`src/adec_regs.svh`:
```
`ifndef ADEC_REGS_SVH
`define ADEC_REGS_SVH

// ----------------------------------------------------------------
// Register map
// ----------------------------------------------------------------
`define ADEC_CFG_OFS 8'h00
`define ADEC_STAT_OFS 8'h04
`define ADEC_CFG_RESET 8'h00

// ----------------------------------------------------------------
// Option register fields
// ----------------------------------------------------------------
`define ADEC_CFG_EXT 0
`define ADEC_CFG_WHI 1
`define ADEC_CFG_WLO 2
`define ADEC_CFG_SIZE 3
`define ADEC_CFG_BOARD_ENABLE_BIT 4
`define ADEC_CFG_BANK 5

// ----------------------------------------------------------------
// Status register fields
// ----------------------------------------------------------------
`define ADEC_STAT_TERM_LSB 0
`define ADEC_STAT_TERM_MSB 4
`define ADEC_STAT_OUT_LSB 5
`define ADEC_STAT_OUT_MSB 7

// ----------------------------------------------------------------
// Synchroniser depth
// ----------------------------------------------------------------
`define ADEC_SYNC_STAGES 2

`endif

```
`src/adec_pkg.sv`:
```
package adec_pkg;
	typedef logic [31:0] adec_word_t;
	typedef logic [7:0] adec_cfg_t;
	typedef logic [8:0] adec_addr_t;
endpackage

```
`src/adec_sync.sv`:
```
`include "adec_regs.svh"

module adec_sync #(
	parameter int WIDTH = 1
) (
	// Clock and reset
	input wire logic sys_clk,
	input wire logic rst_n,
	// Asynchronous in, synchronous out
	input wire logic [WIDTH-1:0] async_in,
	output logic [WIDTH-1:0] sync_out
);
	logic [WIDTH-1:0] meta_r;
	logic [WIDTH-1:0] sync_r;

	// The first stage feeds only the second; nothing else may look at it.
	always_ff @(posedge sys_clk or negedge rst_n) begin
		if (!rst_n) begin
			meta_r <= '0;
			sync_r <= '0;
		end else begin
			meta_r <= async_in;
			sync_r <= meta_r;
		end
	end

	assign sync_out = sync_r;
endmodule

```
`src/adec_top.sv`:
```
// Notes on behaviour
// [RULE1] Extended small-range term: A23..A20 high, extended option set, size clear.
// [RULE2] Extended large-range term: A23..A20 high, extended option set, size set.
// [RULE3] Low-range term: A23..A20 all low, extended option clear.
// [RULE4] Small window: A19,A18 high, A17 low, size clear, A16/A15 equal selects.
// [RULE5] Large extended window: A19 high, A18/A17 per high select, A16 equals low.
// [RULE6] Drive card-selected, wide-data returns to host and board select to arbiter.
// [RULE7] Wide-data return low: enabled, bank clear, both qualifiers, any pairing matches.
// [RULE8] Card-selected return low: enabled, both qualifiers, any pairing; bank ignored.
// [RULE9] Board select low on any qualified match, or qualified setup cycle.
// [RULE10] Setup cycle is setup strobe low together with an IO cycle indication.
`include "adec_regs.svh"

module adec_top
	import adec_pkg::*;
(
	// Clock and reset
	input wire logic sys_clk,
	input wire logic rst_n,
	// Wishbone slave
	input wire logic wb_cyc_i,
	input wire logic wb_stb_i,
	input wire logic wb_we_i,
	input wire logic [7:0] wb_adr_i,
	input wire logic [3:0] wb_sel_i,
	input wire logic [31:0] wb_dat_i,
	output logic [31:0] wb_dat_o,
	output logic wb_ack_o,
	// Adapter bus pins
	input wire logic [8:0] bus_addr_hi,
	input wire logic addr24_valid,
	input wire logic refresh_n,
	input wire logic setup_n,
	input wire logic mem_io,
	// Decoder outputs
	output logic card_selected_return_n,
	output logic wide_data_return_n,
	output logic board_select_n
);
	// ----------------------------------------------------------------
	// Pin synchronisation
	// ----------------------------------------------------------------
	// Decodes are sampled after two flops, so outputs trail the pins by three
	// clocks; the host must allow for that latency at this clock rate.
	logic [12:0] pins_s;
	adec_addr_t addr_s;
	logic addr24_s;
	logic refresh_n_s;
	logic setup_n_s;
	logic mem_io_s;

	adec_sync #(.WIDTH(13)) u_sync (
		.sys_clk(sys_clk),
		.rst_n(rst_n),
		.async_in({bus_addr_hi, addr24_valid, refresh_n, setup_n, mem_io}),
		.sync_out(pins_s)
	);

	assign addr_s = pins_s[12:4];
	assign addr24_s = pins_s[3];
	assign refresh_n_s = pins_s[2];
	assign setup_n_s = pins_s[1];
	assign mem_io_s = pins_s[0];

	// ----------------------------------------------------------------
	// Option register and bus slave
	// ----------------------------------------------------------------
	adec_cfg_t cfg_r;
	logic ack_r;
	adec_word_t dat_r;
	wire bus_req = wb_cyc_i && wb_stb_i && !ack_r;
	wire sel_cfg = (wb_adr_i == `ADEC_CFG_OFS);
	wire sel_stat = (wb_adr_i == `ADEC_STAT_OFS);
	wire cfg_wr = bus_req && wb_we_i && sel_cfg && wb_sel_i[0];
	wire extended_range_select = cfg_r[`ADEC_CFG_EXT];
	wire window_select_high = cfg_r[`ADEC_CFG_WHI];
	wire window_select_low = cfg_r[`ADEC_CFG_WLO];
	wire window_large = cfg_r[`ADEC_CFG_SIZE];
	wire board_enable_bit = cfg_r[`ADEC_CFG_BOARD_ENABLE_BIT];
	wire bank_bit = cfg_r[`ADEC_CFG_BANK];

	// ----------------------------------------------------------------
	// Address and cycle terms
	// ----------------------------------------------------------------
	wire top_high = &addr_s[8:5];
	wire top_low = ~|addr_s[8:5];
	wire ext_range_small_term = top_high && extended_range_select && !window_large; // RULE1
	wire ext_range_large_term = top_high && extended_range_select && window_large; // RULE2
	wire low_range_term = top_low && !extended_range_select; // RULE3
	wire small_window_term = addr_s[4] && addr_s[3] && !addr_s[2] && !window_large
		&& (addr_s[1] == window_select_high) && (addr_s[0] == window_select_low); // RULE4
	wire large_window_ext_term = addr_s[4]
		&& (addr_s[3] == window_select_high) && (addr_s[2] == !window_select_high)
		&& (addr_s[1] == window_select_low); // RULE5
	// Non-extended large window: only 0C0000 or 0D0000, chosen by the low select.
	wire large_window_low_term = addr_s[4] && addr_s[3] && !addr_s[2] && window_large
		&& (addr_s[1] == window_select_low);
	wire all_cycles = addr24_s && refresh_n_s;
	wire mem_cycle = setup_n_s && mem_io_s;
	wire setup_cycle = !setup_n_s && !mem_io_s; // RULE10
	wire any_match = (ext_range_small_term && small_window_term)
		|| (low_range_term && small_window_term)
		|| (ext_range_large_term && large_window_ext_term)
		|| (low_range_term && large_window_low_term);
	wire qual_match = any_match && all_cycles && mem_cycle;
	wire card_sel_nxt = !(board_enable_bit && qual_match); // RULE8
	wire wide_nxt = !(board_enable_bit && !bank_bit && qual_match); // RULE7
	wire board_sel_nxt = !(qual_match || (all_cycles && setup_cycle)); // RULE9

	wire [4:0] terms = {large_window_ext_term, small_window_term, low_range_term,
		ext_range_large_term, ext_range_small_term};
	adec_word_t stat_word;
	always_comb begin
		stat_word = '0;
		stat_word[`ADEC_STAT_TERM_MSB:`ADEC_STAT_TERM_LSB] = terms;
		stat_word[`ADEC_STAT_OUT_MSB:`ADEC_STAT_OUT_LSB] =
			{board_select_n, wide_data_return_n, card_selected_return_n};
	end
	wire [31:0] rd_nxt = sel_cfg ? {24'h000000, cfg_r} : (sel_stat ? stat_word : 32'h00000000);

	always_ff @(posedge sys_clk or negedge rst_n) begin
		if (!rst_n) begin
			cfg_r <= `ADEC_CFG_RESET;
			ack_r <= 1'b0;
			dat_r <= '0;
		end else begin
			ack_r <= bus_req;
			dat_r <= bus_req ? rd_nxt : 32'h00000000;
			if (cfg_wr) begin
				cfg_r <= wb_dat_i[7:0];
			end
		end
	end

	// ----------------------------------------------------------------
	// Output registers
	// ----------------------------------------------------------------
	logic card_sel_r;
	logic wide_r;
	logic board_sel_r;

	always_ff @(posedge sys_clk or negedge rst_n) begin
		if (!rst_n) begin
			card_sel_r <= 1'b1;
			wide_r <= 1'b1;
			board_sel_r <= 1'b1;
		end else begin
			card_sel_r <= card_sel_nxt; // RULE6
			wide_r <= wide_nxt; // RULE6
			board_sel_r <= board_sel_nxt; // RULE6
		end
	end

	assign card_selected_return_n = card_sel_r;
	assign wide_data_return_n = wide_r;
	assign board_select_n = board_sel_r;
	assign wb_ack_o = ack_r;
	assign wb_dat_o = dat_r;

	wire quals_on = board_enable_bit && all_cycles && mem_cycle;
endmodule

```
`config.mk`:
```
export PLATFORM = sky130hd
export DESIGN_NAME = adec_top
export DESIGN_NICKNAME = d
export VERILOG_FILES = /design/src/adec_pkg.sv /design/src/adec_sync.sv /design/src/adec_top.sv
export VERILOG_INCLUDE_DIRS = /design/src
export SDC_FILE = /design/constraint.sdc
export NUM_CORES = 1
export LEC_CHECK = 0
export BUFFER_PORTS_ARGS = -buffer_cell sky130_fd_sc_hd__buf_2
export CORE_MARGIN = 5
export CORE_UTILIZATION = 45
export CTS_CLUSTER_SIZE = 8
export DETAILED_ROUTE_END_ITERATION = 12
export HOLD_SLACK_MARGIN = 0.06
export PLACE_DENSITY = 0.8
export REMOVE_ABC_BUFFERS = 1
export SLEW_MARGIN = 30
export SYNTH_ARGS = -nofsm -noshare
export SYNTH_HDL_FRONTEND = slang
export SYNTH_HIERARCHICAL = 1
export SYNTH_SLANG_ARGS = --single-unit
```
`constraint.sdc`:
```
create_clock -name sys_clk -period 2.7 [get_ports sys_clk]
set_clock_uncertainty 0.2 [all_clocks]
set_input_delay 0.81 -clock sys_clk [delete_from_list [all_inputs] [get_ports sys_clk]]
set_output_delay 0.81 -clock sys_clk [all_outputs]
set_load 0.005 [all_outputs]
```
==> impl_metrics.tcl, run 1 <==
set metrics [dict create \
    outcome "completed" \
    leakage_nw 1.07 \
    ios 98 \
    tightest_slew_ns 0.637 \
    cts_max_level 2 \
    end_kind "register" \
    rows 23 \
    post_cts_buffers 0 \
    hold_buffers 0 \
    maxCapViolations 0 \
    wirelength_um 2820 \
    r2r_cells 4 \
    drive_above_1_share 0.377 \
    clock_sinks 46 \
    p_int_mw 1.01 \
    reg2reg_to "wide_data_return_n" \
    finalHoldViolCount 0 \
    die_w_um 73.6 \
    pwr-share-comb 0.050 \
    setup_viol 0 \
    synth_seq_area_share 0.634 \
    drtIter0Drc 24 \
    finalMaxSlewViolations 0 \
    cts_max_path_buffers 2 \
    rsz0062_at_grt "false" \
    synth_area_leaders "dfrtp_1 (59%), buf_4 (9.9%), mux2_2 (4.9%)" \
    viasPerCell 4.56 \
    dr.pass1.iters 4 \
    maxSlewHeadroom 0.575 \
    synthDominantCellAreaShare 0.591 \
    clock_latency_ns 0.30 \
    synth-seq-cells 46 \
    cts_resized 0 \
    swShare 0.207 \
    start_util 0.458 \
    reg2reg_slack_ns 0.92 \
    grt_pass1_wl_um 4560 \
    rr_startpoint "u_sync/sync_out[10]" \
    ys_warn_count 6 \
    setup_tns_ns 0 \
    area_delta_synth_final_pct 17.1 \
    crit_type "in -> reg" \
    switchingPower_uw 265 \
    die_h_um 73.6 \
    critPathRequiredTime_ns 2.68 \
    dp_hpwl_um 2230 \
    gr-usage-all-layers 0.112 \
    antenna_found_initial 0 \
    synth_commonest_cells "dfrtp_1 (43), buf_4 (24), nor2_1 (9), mux2_2 (8), inv_1 (4)" \
    synth_edf_count 0 \
    avgSynthCellArea_um2 13.1 \
    stdcell_count 241 \
    synthDistinctLibCells 37 \
    drcViolationCount 0 \
    max_freq_mhz 482 \
    layout.nets 252 \
    synth_area_mm2 0.00182 \
    port-buffer-count 46 \
    ys_async_sr_fraction 1.00 \
    post-place-ws_ns 0.293 \
    dp_cells 233 \
    fin_ws_ns 0.626 \
    clkPwrFrac 0.386 \
    fillers 350 \
    min_path_type "reg -> reg" \
    grt_pass1_vias 1076 \
    wire_per_inst_um 11.7 \
    p_per_area_mw_per_mm2 599 \
    die_area_mm2 0.00542 \
    cts_tree "built" \
    fp.coreArea_mm2 0.00397 \
    syn_inst 139 \
    diodes 0 \
    globalplace.congestion 0.786 \
    grt_max_degree 33 \
    crit_start "wb_adr_i[6]" \
    synth_top_area_cell "dfrtp_1" \
    crit_arrival_ns 2.06 \
    cts-root-buf "clkbuf_8" \
    synthMostInstantiatedCell "dfrtp_1" \
    path_clk_slew_ns 0.08 \
    cp-endpoint "cfg_r[4]" \
    pwr-share-seq 0.564 \
    min_period_ns 2.07 \
    crit_path_start_kind "primary input" \
    numCtsBuffers 5 \
    vias 1098 \
    ant_nets 0 \
    ys.flop_type "dfrtp_1" \
    grt_remaining_overflow 0 \
    cp_max_fo 8 \
    peakVddDrop_mv 0.438 \
    period_share 0.768 \
]
per-stage QoR:
step / instance area, um2 / total power [mW] / hold WS [ns] / util
2_1_floorplan: 1700 / 0.752 / 0.131 / -
3_3_place_gp: 2020 / 0.796 / 0.135 / 0.508
3_5_place_dp: 2020 / 0.798 / 0.135 / 0.508
4_1_cts: 2130 / 1.29 / 0.152 / 0.537
5_1_grt: 2130 / 1.32 / 0.157 / 0.537
6_report: 2130 / 1.28 / 0.151 / 0.537
power by group through the flow:
stage | combinational (mW) | sequential (mW) | clock [mW]
after floorplan | 0.0206 | 0.732 | 0
after global placement | 0.0628 | 0.733 | 0
after detailed placement | 0.0641 | 0.734 | 0
after CTS | 0.0643 | 0.720 | 0.502
after global routing | 0.0737 | 0.723 | 0.527
final | 0.0639 | 0.720 | 0.493
worst max-delay path, stage by stage:
cell     delay (ns)
buf_2          0.10
nor4_2         0.33
and3b_1        0.28
nand4_4        0.21
mux2_2         0.32
cell type report:
type / instances / area (um2) / area share
multi-input cells: 84 / 533 / 0.250
inverters: 4 / 15.0 / 0.00704
repair buffers: 49 / 253 / 0.119
clock buffers: 5 / 68.8 / 0.0323
clock inverters: 3 / 45.0 / 0.0211
well taps: 50 / 62.6 / 0.0293
flip-flops and latches: 46 / 1150 / 0.542
layer usage:
| layer | track usage | share of wire | up-vias |
|---|---|---|---|
| met5 | 0 | 0 | - |
| li1 | - | - | 526 |
| met4 | 0.0503 | 0.019 | 0 |
| met3 | 0.0534 | 0.17 | 8 |
| met1 | 0.124 | 0.37 | 496 |
| met2 | 0.183 | 0.45 | 68 |
state kept, by name (all words and copies together) (netlist names):
name	flops
u_sync/meta_r	13
u_sync/sync_out	13
cfg_r	8
wb_dat_o	8
board_select_n	1
card_selected_return_n	1
wb_ack_o	1
wide_data_return_n	1
worst min-delay path by stage:
stage / start / endpoint / slack [ns] / cells past startpoint
after global routing: u_sync/meta_r[12] / u_sync/sync_out[12] / 0.16 / 0
after floorplan: u_sync/meta_r[0] / u_sync/sync_out[0] / 0.13 / 0
final: u_sync/meta_r[1] / u_sync/sync_out[1] / 0.15 / 0
after detailed placement: u_sync/meta_r[10] / u_sync/sync_out[10] / 0.13 / 0
after CTS: u_sync/meta_r[1] / u_sync/sync_out[1] / 0.15 / 0
after global placement: u_sync/meta_r[10] / u_sync/sync_out[10] / 0.13 / 0
cells by family (layout without fill, tap and decap cells):
logic type / Yosys count / count (layout) / synth area share
xor gates and xnor gates: 3 / 3 / 0.0144
and+or+nand+nor: 33 / 33 / 0.113
other: 1 / 24 / 0.00206
muxes: 9 / 9 / 0.0550
AOI/OAI and AO/OA: 15 / 15 / 0.0612
buffers and inverters: 32 / 61 / 0.120
DFF: 46 / 46 / 0.634
cell usage in the layout (no fill, tap or decap), types with 2 or more instances in the layout:
| master | netlist | routed |
|---|---|---|
| o31ai_1 | 2 | 2 |
| o211ai_1 | 2 | 2 |
| nor2_1 | 9 | 9 |
| dfrtp_1 | 43 | 43 |
| nand3_1 | 3 | 3 |
| inv_1 | 4 | 4 |
| clkinvlp_4 | 0 | 2 |
| conb_1 | 1 | 24 |
| buf_4 | 24 | 3 |
| and3b_1 | 2 | 2 |
| xnor2_1 | 3 | 3 |
| mux2_2 | 8 | 8 |
| a21oi_1 | 2 | 2 |
| nand2_1 | 3 | 3 |
| dfstp_2 | 3 | 3 |
| nor3_1 | 2 | 2 |
| a32oi_1 | 3 | 3 |
| nand4_1 | 2 | 2 |
| buf_2 | 1 | 46 |
| a22oi_1 | 3 | 3 |
| clkbuf_8 | 0 | 5 |
No activity file was read; power rests on OpenSTA's default activity.
==> run 2, diff against run 1 <==
Settings changed: CORE_UTILIZATION 45 to 44, PLACE_DENSITY 0.8 to 0.79.
Clock period 2.7 ns to 2 ns, I/O delays scaled along.
==> run 2 against run 1 <==
- cell count increased by 1.7%
- sequential power grew 35%
- die area rose by 2.0%
- routed wire length up 0.85%
- worst setup slack got worse by 0.52 ns
- via count rose by 2.3%
- clock power is 14% higher
- critical path depth unchanged
- combinational power is 46% higher
- largest cell class unchanged
==> impl_metrics.tcl, run 2 (synthesis results as in run 1) <==
set metrics [dict create \
    ios 98 \
    period_share 0.946 \
    diodes 0 \
    end_kind "register" \
    clock_latency_ns 0.30 \
    cts_tree "built" \
    grt_remaining_overflow 0 \
    cts-root-buf "clkbuf_8" \
    setup_viol 0 \
    die_h_um 74.3 \
    wirelength_um 2850 \
    layout.nets 256 \
    critPathRequiredTime_ns 1.98 \
    placed_area_mm2 0.00205 \
    drive_above_1_share 0.385 \
    drcViolationCount 0 \
    ant_nets 0 \
    port-buffer-count 46 \
    fp.coreArea_mm2 0.00400 \
    gr-usage-all-layers 0.108 \
    use_met1 0.128 \
    gr-max-usage-layer "met2" \
    layout_commonest_cell "buf_2" \
    grt_pass1_vias 1007 \
    path_clk_slew_ns 0.07 \
    mostFrequentLayoutCells "buf_2 (46), dfrtp_1 (43), conb_1 (24), nor2_1 (9), mux2_2 (8)" \
    die_w_um 74.3 \
    antenna_found_initial 0 \
    drtIter0Drc 35 \
    wire_per_inst_um 11.6 \
    stdcell_area_mm2 0.00216 \
    area_delta_synth_final_pct 18.6 \
    cts_max_path_buffers 2 \
    cts_resized 0 \
    min_period_ns 1.89 \
    globalplace.congestion 0.791 \
    hold_buffers 1 \
    crit_arrival_ns 1.87 \
    dr.pass1.iters 4 \
    cp_max_fo 8 \
    max_freq_mhz 529 \
    rsz0062_at_grt "false" \
    numCtsBuffers 5 \
    p_per_area_mw_per_mm2 754 \
    grt_max_degree 28 \
    start_util 0.455 \
    peakVddDrop_mv 0.519 \
    dp_hpwl_um 2220 \
    min_path_type "reg -> reg" \
    clock_sinks 46 \
    grt_pass1_wl_um 4350 \
    outcome "completed" \
    maxCapViolations 0 \
    crit_path_start_kind "primary input" \
    finalHoldViolCount 0 \
    post_cts_buffers 0 \
    viasPerCell 4.58 \
    die_area_mm2 0.00552 \
    dp_cells 236 \
    rows 23 \
    cts_max_level 2 \
    leakage_nw 1.10 \
    vias 1123 \
    grt_use_met3 0.0527 \
    grt_use_met2 0.168 \
    setup_tns_ns 0 \
    crit_type "in -> reg" \
    stdcell_count 245 \
    finalMaxSlewViolations 0 \
]
-- run 2: cell count changes in the layout (fill, tap and decap cells not counted), sizes merged --
| cell | previous run | this run |
|---|---|---|
| buf | 49 | 52 |
| bufinv | 1 | 0 |
| clkbuf | 5 | 6 |
| clkinv | 0 | 1 |
| clkinvlp | 2 | 1 |
| dlygate4sd3 | 0 | 1 |
-- run 2: final timing paths --
path / endpoint / cells after the start / startpoint / slack, ns
max in group asynchronous: wb_dat_o[1] / 3 / rst_n / 0.52
hold / removal: u_sync/sync_out[1] / 0 / u_sync/meta_r[1] / 0.15
setup reg to reg: cfg_r[2] / 4 / wb_ack_o / 0.37
setup / recovery: cfg_r[2] / 5 / wb_adr_i[6] / 0.11
min in group asynchronous: cfg_r[5] / 2 / rst_n / 0.60
hold reg to reg: u_sync/sync_out[1] / 0 / u_sync/meta_r[1] / 0.15
-- run 2: report_power, final --
| part | switching (mW) | total [mW] | internal [mW] |
|---|---|---|---|
| clock network | 0.285 | 0.562 | 0.277 |
| registers | 0.0127 | 0.972 | 0.960 |
| logic | 0.0508 | 0.0936 | 0.0428 |
| total | 0.348 | 1.63 | 1.28 |
-- run 2: area by class of cell --
class | instances | area [um2]
Tap cell | 50 | 62.6
Fill cell | 347 | 1840
Clock buffer | 6 | 82.6
Sequential cell | 46 | 1150
Timing Repair Buffer | 53 | 298
Multi-Input combinational cell | 84 | 533
Clock inverter | 2 | 12.5
Inverter | 4 | 15.0
-- run 2: metal layers --
metal / routed length (um) / vias to the layer above / part of all wire
li1: - / 535 / -
met3: 444 / 6 / 0.16
met5: 0 / - / 0
met2: 1270 / 67 / 0.45
met1: 1080 / 515 / 0.38
met4: 51 / 0 / 0.018
-- run 2: stage by stage --
step / setup WS [ns] / utilization / power, mW / hold slack (ns)
floorplan: -0.0567 / - / 1.02 / 0.104
global placement: -0.151 / 0.513 / 1.08 / 0.135
detailed placement: -0.213 / 0.513 / 1.08 / 0.135
CTS: 0.0933 / 0.540 / 1.65 / 0.152
global route: 0.0676 / 0.540 / 1.70 / 0.155
finish: 0.109 / 0.540 / 1.63 / 0.151
-- run 2: worst max-delay path: stages --
cell	delay, ns
buf_2	0.10
nor4_2	0.33
and3b_1	0.30
nand4_4	0.21
mux2_2	0.32
